--- config.mk ---
export PLATFORM = sky130hd
export DESIGN_NAME = ivp_unit
export DESIGN_NICKNAME = d
export VERILOG_FILES = /design/src/ivp_pkg.sv /design/src/ivp_unit.sv
export SDC_FILE = /design/constraint.sdc
export NUM_CORES = 1
export LEC_CHECK = 0
export ABC_CLOCK_PERIOD_IN_PS = 27100
export BUFFER_PORTS_ARGS = -buffer_cell sky130_fd_sc_hd__buf_2
export CAP_MARGIN = 15
export CORE_MARGIN = 2
export CORE_UTILIZATION = 30
export CTS_CLUSTER_DIAMETER = 60
export CTS_CLUSTER_SIZE = 30
export DETAILED_ROUTE_END_ITERATION = 7
export SLEW_MARGIN = 40
export SYNTH_ARGS = -nofsm -noshare
export SYNTH_HDL_FRONTEND = slang
export SYNTH_SLANG_ARGS = --single-unit
--- constraint.sdc ---
create_clock -name core_clk -period 27.1 [get_ports core_clk]
set_input_delay 5.42 -clock core_clk [delete_from_list [all_inputs] [get_ports core_clk]]
set_output_delay 5.42 -clock core_clk [all_outputs]
set_load 0.01 [all_outputs]
--- src/ivp_pkg.sv ---
// constants for the interrupt vector and priority unit
package ivp_pkg;

  // ==========================================================
  // sizes
  localparam int NUM_SRC   = 29;
  localparam int NUM_DMA   = 6;
  localparam int NUM_AUDIO = 8;
  localparam int NUM_HOST  = 6;
  localparam int ADDR_W    = 24;

  // ==========================================================
  // levels and priority codes
  localparam logic [1:0] LVL_NMI      = 2'h3;
  localparam logic [1:0] CODE_DISABLE = 2'h0;

  // ==========================================================
  // vector offsets, listed in service order within a level
  localparam logic [7:0] OFF_HW_RESET = 8'h00;
  localparam logic [7:0] OFF_STACK    = 8'h02;
  localparam logic [7:0] OFF_EXT_A    = 8'h10;
  localparam logic [7:0] OFF_EXT_B    = 8'h12;
  localparam logic [7:0] OFF_DMA1     = 8'h1A;
  localparam logic [7:0] OFF_AUD_RX   = 8'h30;
  localparam logic [7:0] OFF_HOST_RXNE = 8'h44;
  localparam logic [7:0] OFF_RSV_LO   = 8'h24;
  localparam logic [7:0] OFF_RSV_HI   = 8'h2E;
  localparam logic [7:0] OFF_LAST     = 8'h4C;

  localparam logic [7:0] SRC_OFF [NUM_SRC] = '{
    8'h00, 8'h02, 8'h04, 8'h06, 8'h08, 8'h0A,
    8'h10, 8'h12, 8'h16,
    8'h18, 8'h1A, 8'h1C, 8'h1E, 8'h20, 8'h22,
    8'h34, 8'h32, 8'h30, 8'h36, 8'h3C, 8'h3E, 8'h3A, 8'h38,
    8'h4C, 8'h4A, 8'h42, 8'h48, 8'h40, 8'h44
  };

endpackage

--- src/ivp_unit.sv ---
// interrupt vector and priority unit: request gathering and arbitration
`timescale 1ns/1ps
// Contract
// - level-3 vectors: reset 00, stack 02, illegal 04, debug 06, trap 08, nmi 0A.
// - level-3 sources unmaskable, served reset, stack, illegal, debug, trap, nmi.
// - external A, B, D maskable, levels 0-2, vectors 10/12/16, A over B over D.
// - dma channel n at 18 plus 2n; lower channel wins; dma above serial ports.
// - audio port vectors 30..3E in receive then transmit order.
// - audio tie order: rx exc, rx even, rx, rx last, tx exc, tx last, tx even, tx.
// - host port vectors 40, 42, 44, 48, 4A, 4C; 46 and 4E unused.
// - host tie order: bus, overrun, underrun, full, tx, rx not empty last.
// - core mask 00 blocks none, 01 level 0, 10 levels 0-1, 11 levels 0-2.
// - levels come from core and peripheral priority registers.

module ivp_unit
(
  input  wire logic                      core_clk,
  input  wire logic                      resetn,
  input  wire logic                      hw_reset_req,
  input  wire logic                      stack_err_req,
  input  wire logic                      illegal_req,
  input  wire logic                      debug_req,
  input  wire logic                      trap_req,
  input  wire logic                      nmi_pin,
  input  wire logic                      ext_request_a,
  input  wire logic                      ext_request_b,
  input  wire logic                      ext_request_d,
  input  wire logic [5:0]                dma_req,
  input  wire logic [7:0]                audio_serial_port_req,
  input  wire logic [5:0]                host_serial_port_req,
  input  wire logic [5:0]                core_priority_reg,
  input  wire logic [5:0]                periph_priority_reg,
  input  wire logic [1:0]                core_mask,
  input  wire logic [ivp_pkg::ADDR_W-1:0] vector_base,
  output logic                           irq_valid,
  output logic [1:0]                     priority_level,
  output logic [7:0]                     irq_offset,
  output logic [ivp_pkg::ADDR_W-1:0]     irq_vector
);

  // ==========================================================
  // state
  typedef struct packed
  {
    logic [3:0]                  meta;
    logic [3:0]                  sync;
    logic                        valid;
    logic [1:0]                  level;
    logic [7:0]                  off;
    logic [ivp_pkg::ADDR_W-1:0]  vector;
  } ivp_state_t;

  ivp_state_t s;
  ivp_state_t next_s;

  // ==========================================================
  // request and level tables in service order
  logic [ivp_pkg::NUM_SRC-1:0] pend;
  logic [1:0]                  code [ivp_pkg::NUM_SRC];

  // priority code per group: 00 disabled, 01..11 level 0..2
  function automatic logic [1:0] grp_code(input logic [5:0] reg_v, input int g);
    grp_code = reg_v[2*g +: 2];
  endfunction

  always_comb
  begin
    pend = {host_serial_port_req[2], host_serial_port_req[0],
            host_serial_port_req[3], host_serial_port_req[1],
            host_serial_port_req[4], host_serial_port_req[5],
            audio_serial_port_req[4], audio_serial_port_req[5],
            audio_serial_port_req[7], audio_serial_port_req[6],
            audio_serial_port_req[3], audio_serial_port_req[0],
            audio_serial_port_req[1], audio_serial_port_req[2],
            dma_req[5], dma_req[4], dma_req[3], dma_req[2], dma_req[1], dma_req[0],
            s.sync[3], s.sync[2], s.sync[1],
            s.sync[0], trap_req, debug_req, illegal_req, stack_err_req,
            hw_reset_req};
    for (int i = 0; i < ivp_pkg::NUM_SRC; i++)
    begin
      if (i < 6)
        code[i] = 2'h3;
      else if (i < 9)
        code[i] = grp_code(core_priority_reg, i - 6);
      else if (i < 15)
        code[i] = grp_code(periph_priority_reg, 0);
      else if (i < 23)
        code[i] = grp_code(periph_priority_reg, 1);
      else
        code[i] = grp_code(periph_priority_reg, 2);
    end
  end

  // ==========================================================
  // arbitration
  logic       found;
  logic [1:0] best_lvl;
  logic [7:0] best_off;

  always_comb
  begin
    logic [1:0] lv;
    logic       ok;
    lv       = 2'h0;
    ok       = 1'b0;
    found    = 1'b0;
    best_lvl = 2'h0;
    best_off = 8'h00;
    for (int i = 0; i < ivp_pkg::NUM_SRC; i++)
    begin
      lv = (i < 6) ? ivp_pkg::LVL_NMI : code[i] - 2'h1;
      ok = pend[i] && (code[i] != ivp_pkg::CODE_DISABLE)
           && ((i < 6) || (lv >= core_mask));
      if (ok && (!found || lv > best_lvl))
      begin
        found    = 1'b1;
        best_lvl = lv;
        best_off = ivp_pkg::SRC_OFF[i];
      end
    end
  end

  // ==========================================================
  // next state
  always_comb
  begin
    next_s        = s;
    next_s.meta   = {ext_request_d, ext_request_b, ext_request_a, nmi_pin};
    next_s.sync   = s.meta;
    next_s.valid  = found;
    next_s.level  = found ? best_lvl : 2'h0;
    next_s.off    = found ? best_off : 8'h00;
    next_s.vector = found ? {vector_base[ivp_pkg::ADDR_W-1:8], best_off} : '0;
  end

  always_ff @(posedge core_clk or negedge resetn)
  begin
    if (!resetn)
      s <= '0;
    else
      s <= next_s;
  end

  assign irq_valid      = s.valid;
  assign priority_level = s.level;
  assign irq_offset     = s.off;
  assign irq_vector     = s.vector;

  // ==========================================================
  // checks
  property p_reset_vec;
    @(posedge core_clk) disable iff (!resetn)
      hw_reset_req |=> irq_valid && irq_offset == ivp_pkg::OFF_HW_RESET
                       && priority_level == ivp_pkg::LVL_NMI;
  endproperty
  a_reset_vec: assert property (p_reset_vec) else $error("reset vector not taken");

  property p_l3_order;
    @(posedge core_clk) disable iff (!resetn)
      stack_err_req && !hw_reset_req |=> irq_offset == ivp_pkg::OFF_STACK;
  endproperty
  a_l3_order: assert property (p_l3_order) else $error("level-3 order wrong");

  property p_mask;
    @(posedge core_clk) disable iff (!resetn)
      irq_valid && priority_level != ivp_pkg::LVL_NMI |-> priority_level >= $past(core_mask);
  endproperty
  a_mask: assert property (p_mask) else $error("masked level granted");

  property p_resv;
    @(posedge core_clk) disable iff (!resetn)
      irq_valid |-> irq_offset[0] == 1'b0 && irq_offset <= ivp_pkg::OFF_LAST
                    && !(irq_offset >= ivp_pkg::OFF_RSV_LO && irq_offset <= ivp_pkg::OFF_RSV_HI);
  endproperty
  a_resv: assert property (p_resv) else $error("reserved vector issued");

  property p_disabled;
    @(posedge core_clk) disable iff (!resetn)
      irq_valid && irq_offset == ivp_pkg::OFF_EXT_A |-> $past(core_priority_reg[1:0]) != 2'h0;
  endproperty
  a_disabled: assert property (p_disabled) else $error("disabled source granted");

  property p_ext_order;
    @(posedge core_clk) disable iff (!resetn)
      irq_valid && irq_offset == ivp_pkg::OFF_EXT_B
      |-> !($past(s.sync[1]) && $past(core_priority_reg[1:0]) == $past(core_priority_reg[3:2]));
  endproperty
  a_ext_order: assert property (p_ext_order) else $error("B beat equal A");

  property p_dma_order;
    @(posedge core_clk) disable iff (!resetn)
      irq_valid && irq_offset == ivp_pkg::OFF_DMA1 |-> !$past(dma_req[0]);
  endproperty
  a_dma_order: assert property (p_dma_order) else $error("dma order wrong");

  property p_audio_order;
    @(posedge core_clk) disable iff (!resetn)
      irq_valid && irq_offset == ivp_pkg::OFF_AUD_RX
      |-> !$past(audio_serial_port_req[1]) && !$past(audio_serial_port_req[2])
          && ($past(dma_req) == 6'h00
              || $past(periph_priority_reg[1:0]) < $past(periph_priority_reg[3:2]));
  endproperty
  a_audio_order: assert property (p_audio_order) else $error("audio order wrong");

  property p_host_order;
    @(posedge core_clk) disable iff (!resetn)
      irq_valid && irq_offset == ivp_pkg::OFF_HOST_RXNE
      |-> ($past(host_serial_port_req) & 6'h3B) == 6'h00
          && ($past(audio_serial_port_req) == 8'h00
              || $past(periph_priority_reg[3:2]) < $past(periph_priority_reg[5:4]));
  endproperty
  a_host_order: assert property (p_host_order) else $error("host order wrong");

  property p_l3_unmasked;
    @(posedge core_clk) disable iff (!resetn)
      hw_reset_req || stack_err_req || illegal_req || debug_req || trap_req
      |=> irq_valid && priority_level == ivp_pkg::LVL_NMI;
  endproperty
  a_l3_unmasked: assert property (p_l3_unmasked) else $error("level-3 source masked");

  property p_vec_base;
    @(posedge core_clk) disable iff (!resetn)
      irq_valid |-> irq_vector == {$past(vector_base[ivp_pkg::ADDR_W-1:8]), irq_offset};
  endproperty
  a_vec_base: assert property (p_vec_base) else $error("vector not on base");

endmodule

==> impl_results.md, run 1 <==
* Pre-CTS WS at -6.92 ns
* CP Data Arrival Time at 33.42 ns
* Initial core utilization at 31.0%
* Layout Nets at 914
* Detailed-placement wirelength estimate at 11600 um
* Minimum clock period at 33.24 ns
* Synth top area cells: dfrtp_1, ha_1, nor2b_1, a21oi_1, o21ai_0
* Slew of the pin with the lowest slew margin at 0.805 ns
* Total die area at 14700 um2
* Crit path kind: input pin to register
* Ys flop type: dfrtp_1
* Layout cells sized above 1 at 60.2%
* Sink Count at 33
* Dpl cell area at 6080 um2
* Port-buffer cells at 91
* Vias in the first global route at 5134
* Hold Path Class: register to register
* Sequential share of the synthesized area at 20.0%
* Num CTS Buffers at 5
* Fill count at 1183
* Area share of fa/ha/maj cells after synthesis at 19.4%
* RSZ-0062 raised after global routing: true
* Max-cap viol count at 0
* Area taken by multi-input logic gates at 4030 um2
* Initial DRC Count at 405
* Synth Register Bits at 33
* Routed len/inst at 16.6 um
* Asr flop ratio synth at 100%
* Peak VDD IR at 0.0639 mV
* # setup viols final at 8
* Failing checks: setup timing
* Via density per instance at 5.33
* Most frequent cell after synthesis: ha_1
* Leakage at 3.59 nW
* Final Hold Viols at 0
* Hold_buf cts at 0
* Via Count at 5101
* Tot GR Track Use at 20.5%
* H-tree levels at 2
* Critical Path Start Type: input pin
* DR DRC count at 0
* Synth Area per Inst at 8.32 um2
* Synth Area in XOR/XNOR at 0%
* Area growth, synth to finish at 79.2%
* Crit-path max FO at 5
* Final Power at 809 uW
* Ports at 104
* Fin crit share at 123%
* Syn Std Cell Area at 4130 um2
* Synth top area share at 20.0%
* Core ar. at 13300 um2
* Die Y at 121 um
* CTS clk-pin slew, worst paths at 0.05 ns
* First-pass GRT wire length at 24500 um
* Clk Latency, worst-skew pair at 0.27 ns
* Slew Viols, Final at 0
* Largest net degree at the start of global routing at 34
* Synth area leader: dfrtp_1
* Worst setup margin at -6.14 ns
* FF+latch area at 826 um2
* Die X-Extent at 121 um
* CTS tree: yes
* Mux cell area share after synthesis at 5.72%
* Pwr per Cell Area at 109 nW/um2
* Outcome: finished, violations left
* Crit end category: register
* Slowest stage cell, crit path: or4_4
* Total grt overflow at 0
* Drt pass-1 iters at 5
* Slew HR at 45.9%
* Post-Syn Instances at 497
* Main combinational cell family by area after synthesis: compound AO/OA/AOI/OAI gates
* Final Skew at 0.00529 ns
* Synth unique cells at 69
* Post-synthesis simple-gate area fraction at 23.1%
* Final wirelength at 15900 um
* Initial antenna violation count at 0
* Slowest stage delay, CP at 0.53 ns
* Antenna cells at 0
* Yosys Warn Count at 0
* EDFF count, synth at 0
* Post-route cell area at 7410 um2
* Num rows at 42
* Data required time of the critical path at 27.28 ns
* Post-synth top cells: ha_1, inv_1, nand2_1, a21oi_1, dfrtp_1
* CTS root buffer: clkbuf_16
* Routability congestion estimate at 0.935
* Fmax at 30.1 MHz
* Compound-Gate Fraction of Synth Area at 25.2%
* Final ANT Viol Nets at 0
* Max clock buf depth at 2
[what timing repair did]
item / CTS / global route
endpoints found under the setup margin: 8 / 8
buffers inserted: 63 / 17
endpoints found under the hold margin: 0 / 0
resized for setup: 51 / 71
pin swaps: 30 / 42
[final cells by class]
cell class                 instances  share of cell area [%]
inverter                          40                    2.09
tap                              176                    2.97
multi-input combinational        410                    54.5
clock inverter                     2                   0.473
sequential                        33                    11.1
timing repair buffer             291                    27.2
clock buffer                       5                    1.69
[metrics by stage]
stage | utilization, % | TNS, ns | cells | hold WS (ns)
floorplan | - | -47.87 | 500 | 0.331
global placement | 45.6 | -49.75 | 872 | 0.333
detailed placement | 45.6 | -54.57 | 872 | 0.335
CTS | 52.0 | -45.24 | 942 | 0.345
global route | 55.5 | -57.88 | 957 | 0.348
finish | 55.5 | -48.71 | 957 | 0.344
[report_power, final]
group | internal [mW] | leakage [nW] | switching (mW)
clock network | 0.0425 | 0.0797 | 0.0177
registers | 0.0587 | 0.386 | 0.00445
logic | 0.386 | 3.12 | 0.300
total | 0.487 | 3.59 | 0.322
[worst max-delay path, delay by kind of cell]
| kind | cells | cell delay [ns] |
|---|---|---|
| AO/OA/AOI/OAI | 69 | 10.22 |
| AND/OR/NAND/NOR | 45 | 7.30 |
| buffers and inverters | 9 | 0.90 |
| adder cells (fa/ha/maj) | 23 | 5.58 |
| multiplexers | 13 | 3.96 |
[sequential cells by signal, indices dropped and copies added (netlist names)]
register and flops:
irq_vector 17, next_s 4, irq_valid 1, pend 4
irq_offset 5, priority_level 2
[worst paths after layout]
path	depth (start not counted)	startpoint	end	slack, ns
worst max register to register	157	pend[5]$_DFF_PN0_	priority_level[0]$_DFF_PN0_	-0.77
max in group asynchronous	1	resetn	irq_offset[5]$_DFF_PN0_	21.44
worst min-delay path	0	next_s[38]$_DFF_PN0_	pend[8]$_DFF_PN0_	0.34
worst max-delay path	159	hw_reset_req	priority_level[0]$_DFF_PN0_	-6.14
worst min register to register	0	next_s[38]$_DFF_PN0_	pend[8]$_DFF_PN0_	0.34
min in group asynchronous	1	resetn	irq_vector[14]$_DFF_PN0_	5.21
[routing by layer]
| layer | track usage, % | up-vias | part of all wire (%) |
|---|---|---|---|
| li1 | - | 2431 | - |
| met1 | 24.9 | 2486 | 42 |
| met4 | 7.26 | 0 | 3.3 |
| met5 | 0 | - | 0 |
| met3 | 2.44 | 48 | 3.6 |
| met2 | 36.9 | 136 | 51 |
[cell usage in the layout (no fill, tap or decap), types with 6 or more instances in the layout]
master   count
nand2_1     29
nor3_1      13
nand2_2      6
nor2_1      24
o21ai_0     12
nor3_2       6
nor2b_1     15
mux2_4      13
a31oi_1      6
a21oi_1     14
nand3_1      7
nor2_2       6
ha_4        19
inv_1       34
mux2i_1      7
dfrtp_1     33
o21ai_2     14
buf_2       89
ha_1        40
a21oi_2     16
nor2b_4     15
buf_4      191
buf_6       10
[cell families (layout without fill, tap and decap cells)]
group	after synthesis	count (layout)
AO/OA/AOI/OAI	149	149
adder cells (fa/ha/maj)	64	64
buffers and inverters	57	338
flip-flops	33	33
multiplexers	22	22
other	1	4
AND/OR/NAND/NOR	171	171
(Power assumes the default switching activity.)
==> run 2: changes to the inputs <==
==> constraint.sdc (replaced) <==
create_clock -name core_clk -period 27.1 [get_ports core_clk]
set_input_delay 2.71 -clock core_clk [delete_from_list [all_inputs] [get_ports core_clk]]
set_output_delay 2.71 -clock core_clk [all_outputs]
set_load 0.01 [all_outputs]
==> run 2 against run 1 <==
  * The run still ends with setup timing left
  * Critical path depth rose by 12
  * Utilization rose by 2.2 points
  * First-iteration DRC count fell by 5.9%
  * Sequential power barely moved
  * Sequential cell count did not move
  * Routed wire length rose by 14%
  * Power rose by 17%
  * Maximum frequency rose by 6.9%
  * Sequential share of layout area fell by 0.42 points
  * Via count rose by 5.9%
==> impl_results.md, run 2 (synthesized netlist as in run 1, its figures left out) <==
* Final Skew at 0.00481 ns
* CTS tree: yes
* Die X-Extent at 121 um
* Max clock buf depth at 2
* Fin crit share at 115%
* Num CTS Buffers at 5
* Dpl cell area at 6070 um2
* Data required time of the critical path at 27.25 ns
* Crit-path most repeated cell: buf_4
* Die Y at 121 um
* Area growth, synth to finish at 86.3%
* Vias in the first global route at 5448
* # setup viols final at 8
* Via Count at 5400
* Antenna cells at 0
* CTS clk-pin slew, worst paths at 0.05 ns
* Util after Layout at 57.7%
* Largest net degree at the start of global routing at 34
* Final Power at 950 uW
* WHS at 0.349 ns
* Slew Viols, Final at 0
* Failing checks: setup timing
* Leakage at 3.77 nW
* Routability congestion estimate at 0.919
* Clk Latency, worst-skew pair at 0.27 ns
* Pwr per Cell Area at 123 nW/um2
* Slowest stage delay, CP at 0.53 ns
* Ports at 104
* Slowest stage cell, crit path: or4_4
* Layout cells sized above 1 at 62.9%
* Via density per instance at 5.40
* Initial DRC Count at 381
* Slew of the pin with the lowest slew margin at 0.817 ns
* Final Hold Viols at 0
* DR DRC count at 0
* Hold Path Class: register to register
* Initial antenna violation count at 0
* Total die area at 14700 um2
* Slew HR at 45.1%
* RSZ-0062 raised after global routing: true
* Critical Path Start Type: input pin
* Final wirelength at 18000 um
* Crit-path max FO at 4
* Crit end category: register
* CP Data Arrival Time at 31.24 ns
* H-tree levels at 2
* Commonest non-fill, non-tap cells in the layout: buf_4, buf_2, ha_1, inv_1, dfrtp_1
* Post-route cell area at 7700 um2
* Core ar. at 13300 um2
* Pre-CTS WS at -4.18 ns
* Total grt overflow at 0
* Fmax at 32.2 MHz
* First-pass GRT wire length at 27000 um
* Drt pass-1 iters at 5
* CTS root buffer: clkbuf_16
* Max reg flops at 17
* Minimum clock period at 31.08 ns
* Sink Count at 33
* Detailed-placement wirelength estimate at 11600 um
* Outcome: finished, violations left
* Max-cap viol count at 0
* Final ANT Viol Nets at 0
* Port-buffer cells at 91
* Initial core utilization at 31.0%
* Most common cell after layout, fill and taps aside: buf_4
* Routed len/inst at 18.0 um
* Worst setup margin at -3.98 ns
* Peak VDD IR at 0.0760 mV
* Layout Nets at 956
* Tot GR Track Use at 23.0%
* Crit path kind: input pin to register
* Num rows at 42
run 2: cell types whose count changed in the layout (fill, tap and decap cells not counted), sizes merged:
cell / change
inv: -1
buf: +42
clkbuf: +1
clkinvlp: +1
run 2: cell type report:
cell class	instances	area (um2)
Sequential cell	33	826
Tap cell	176	220
Clock buffer	6	139
Inverter	40	155
Clock inverter	2	37.5
Timing Repair Buffer	333	2310
Multi-Input combinational cell	410	4010
Fill cell	1134	5650
run 2: metal layers:
metal  share of wire [%]  vias up  track usage (%)
met5                   0        -                0
met4                 4.4        0             10.3
met3                 5.2       65             2.63
met2                  51      223             41.2
met1                  39     2592             27.5
li1                    -     2520                -
run 2: critical path, delay by kind of cell:
kind	cells	cell delay [ns]
muxes	8	2.62
and+or+nand+nor	38	6.11
buffers and inverters	52	6.64
adders and majority gates	18	4.59
AOI/OAI and AO/OA	55	8.54
run 2: path summary, 6_finish.rpt:
check                                     start                       end  slack (ns)  cells after the start
min in group asynchronous                resetn  irq_vector[21]$_DFF_PN0_        2.37                      1
max in group asynchronous                resetn         pend[5]$_DFF_PN0_       24.27                      2
setup reg to reg              pend[5]$_DFF_PN0_   irq_offset[1]$_DFF_PN0_       -1.34                    169
setup / recovery                    illegal_req   irq_offset[1]$_DFF_PN0_       -3.98                    171
hold / removal             next_s[35]$_DFF_PN0_         pend[5]$_DFF_PN0_        0.35                      0
hold reg to reg            next_s[35]$_DFF_PN0_         pend[5]$_DFF_PN0_        0.35                      0
run 2: per-stage QoR:
stage,std cells,setup TNS [ns]
final,1000,-30.15
after global routing,1000,-39.59
after CTS,978,-23.64
after detailed placement,870,-32.75
after global placement,870,-25.97
after floorplan,500,-26.19
run 2: power by group:
group          total [mW]  internal, mW  switching, mW  leakage (nW)
Combinational       0.821         0.474          0.347          3.30
Sequential         0.0629        0.0587        0.00426         0.386
Clock              0.0657        0.0458         0.0199        0.0831
run 2: what timing repair did:
item	4_1_cts	5_1_grt
setup buffers	100	22
hold buffers	0	0
pin swaps	41	35
resized for setup	53	63
endpoints found under the setup margin	8	8
==> run 3: changes to the inputs <==
- SKIP_CTS_REPAIR_TIMING: unset -> 1
==> run 3 against run 2 <==
  * The run still ends with setup timing left
  * Sequential power is essentially flat
  * Sequential share of layout area grew 1.4 points
  * Critical path depth shrank 15
  * First-iteration DRC count shrank 11%
  * Worst hold slack is essentially flat
  * Power shrank 25%
  * Routed wire length shrank 17%
  * Die area is the same
  * Count of clock-buffer cells in the layout is the same
  * Utilization shrank 6.7 points
  * Largest power group unchanged
  * Setup slack gained 0.79 ns
  * Maximum frequency grew 2.6%
==> impl_results.md, run 3 (synthesized netlist as in run 1, its figures left out) <==
* DR DRC count at 0
* Failing checks: setup timing
* Total die area at 14700 um2
* Num CTS Buffers at 5
* Slew HR at 42.4%
* Fmax at 33.0 MHz
* Leakage at 3.27 nW
* Initial core utilization at 31.0%
* Initial antenna violation count at 0
* CP Data Arrival Time at 30.49 ns
* Slew of the pin with the lowest slew margin at 0.857 ns
* Max reg flops at 17
* Final ANT Viol Nets at 0
* Area growth, synth to finish at 64.8%
* Critical Path Start Type: input pin
* Minimum clock period at 30.30 ns
* Dpl cell area at 6070 um2
* Tot GR Track Use at 19.3%
* Layout Nets at 859
* H-tree levels at 2
* Pwr per Cell Area at 105 nW/um2
* Layout cells sized above 1 at 54.6%
* # setup viols final at 8
* Peak VDD IR at 0.0589 mV
* Total grt overflow at 0
* Clk Latency, worst-skew pair at 0.27 ns
* Worst setup margin at -3.20 ns
* Max-cap viol count at 0
* Final Skew at 0.00253 ns
* Via density per instance at 5.34
* RSZ-0062 raised after global routing: true
* Routed len/inst at 16.5 um
* CTS tree: yes
* Data required time of the critical path at 27.29 ns
* Die X-Extent at 121 um
* Via Count at 4818
* Final wirelength at 14900 um
* Vias in the first global route at 4743
* Pre-CTS WS at -4.18 ns
* Commonest non-fill, non-tap cells in the layout: buf_4, buf_2, ha_1, inv_1
* Post-route cell area at 6810 um2
* Most common cell after layout, fill and taps aside: buf_4
* CTS root buffer: clkbuf_16
* Final Hold Viols at 0
* Slowest stage cell, crit path: or4_4
* Port-buffer cells at 91
* Crit path kind: input pin to register
* Detailed-placement wirelength estimate at 11600 um
* Fill count at 1238
* Final Power at 713 uW
* First-pass GRT wire length at 23000 um
* Core ar. at 13300 um2
* Slew Viols, Final at 0
* Max clock buf depth at 2
* Antenna cells at 0
* Crit-path max FO at 5
* Sink Count at 33
* Crit end category: register
* Ports at 104
* Die Y at 121 um
* CTS clk-pin slew, worst paths at 0.05 ns
* Outcome: finished, violations left
* Hold Path Class: register to register
* Num rows at 42
* Largest net degree at the start of global routing at 34
* Fin crit share at 112%
* Initial DRC Count at 340
* Crit-path most repeated cell: a21oi_2
* Slowest stage delay, CP at 0.52 ns
* Drt pass-1 iters at 5
* WHS at 0.350 ns
* Routability congestion estimate at 0.919
[run 3: final timing paths]
path                                      startpoint                           to  slack [ns]  cells past startpoint
worst max-delay path                    hw_reset_req  priority_level[1]$_DFF_PN0_       -3.20                    156
worst min-delay path            next_s[35]$_DFF_PN0_            pend[5]$_DFF_PN0_        0.35                      0
worst max register to register     pend[5]$_DFF_PN0_  priority_level[1]$_DFF_PN0_       -0.57                    154
worst min register to register  next_s[35]$_DFF_PN0_            pend[5]$_DFF_PN0_        0.35                      0
max in group asynchronous                     resetn         next_s[36]$_DFF_PN0_       24.27                      2
min in group asynchronous                     resetn     irq_vector[21]$_DFF_PN0_        2.38                      1
[run 3: power breakdown]
group | internal, mW | leakage [nW] | total, mW | switching, mW
registers | 0.0587 | 0.386 | 0.0630 | 0.00436
logic | 0.317 | 2.80 | 0.585 | 0.267
clock network | 0.0458 | 0.0831 | 0.0655 | 0.0197
total | 0.422 | 3.27 | 0.713 | 0.292
[run 3: area by class of cell]
cell class                      instances  area, um2  share of cell area, %
Sequential cell                        33        826                   12.1
Clock inverter                          2       37.5                  0.551
Inverter                               40        155                   2.28
Multi-Input combinational cell        410       3860                   56.7
Timing Repair Buffer                  236       1570                   23.0
Clock buffer                            6        139                   2.04
Tap cell                              176        220                   3.23
[run 3: layer usage]
layer | wire length [um] | GRT usage [%] | vias up
met3 | 583 | 1.88 | 34
met4 | 412 | 6.47 | 0
li1 | - | - | 2321
met2 | 7420 | 33.2 | 145
met5 | 0 | 0 | -
met1 | 6490 | 25.4 | 2318
[run 3: through the flow]
step | std cells | util (%) | TNS, ns
floorplan | 500 | - | -26.19
global placement | 870 | 45.5 | -25.97
detailed placement | 870 | 45.5 | -32.75
CTS | 878 | 46.8 | -31.27
global route | 903 | 51.0 | -35.64
finish | 903 | 51.0 | -25.33
[run 3: worst max-delay path: cells and delay by family]
kind / cells / cell delay, ns
AOI/OAI and AO/OA: 66 / 9.62
and+or+nand+nor: 45 / 7.42
buffers and inverters: 8 / 0.78
muxes: 14 / 4.20
adders and majority gates: 23 / 5.70
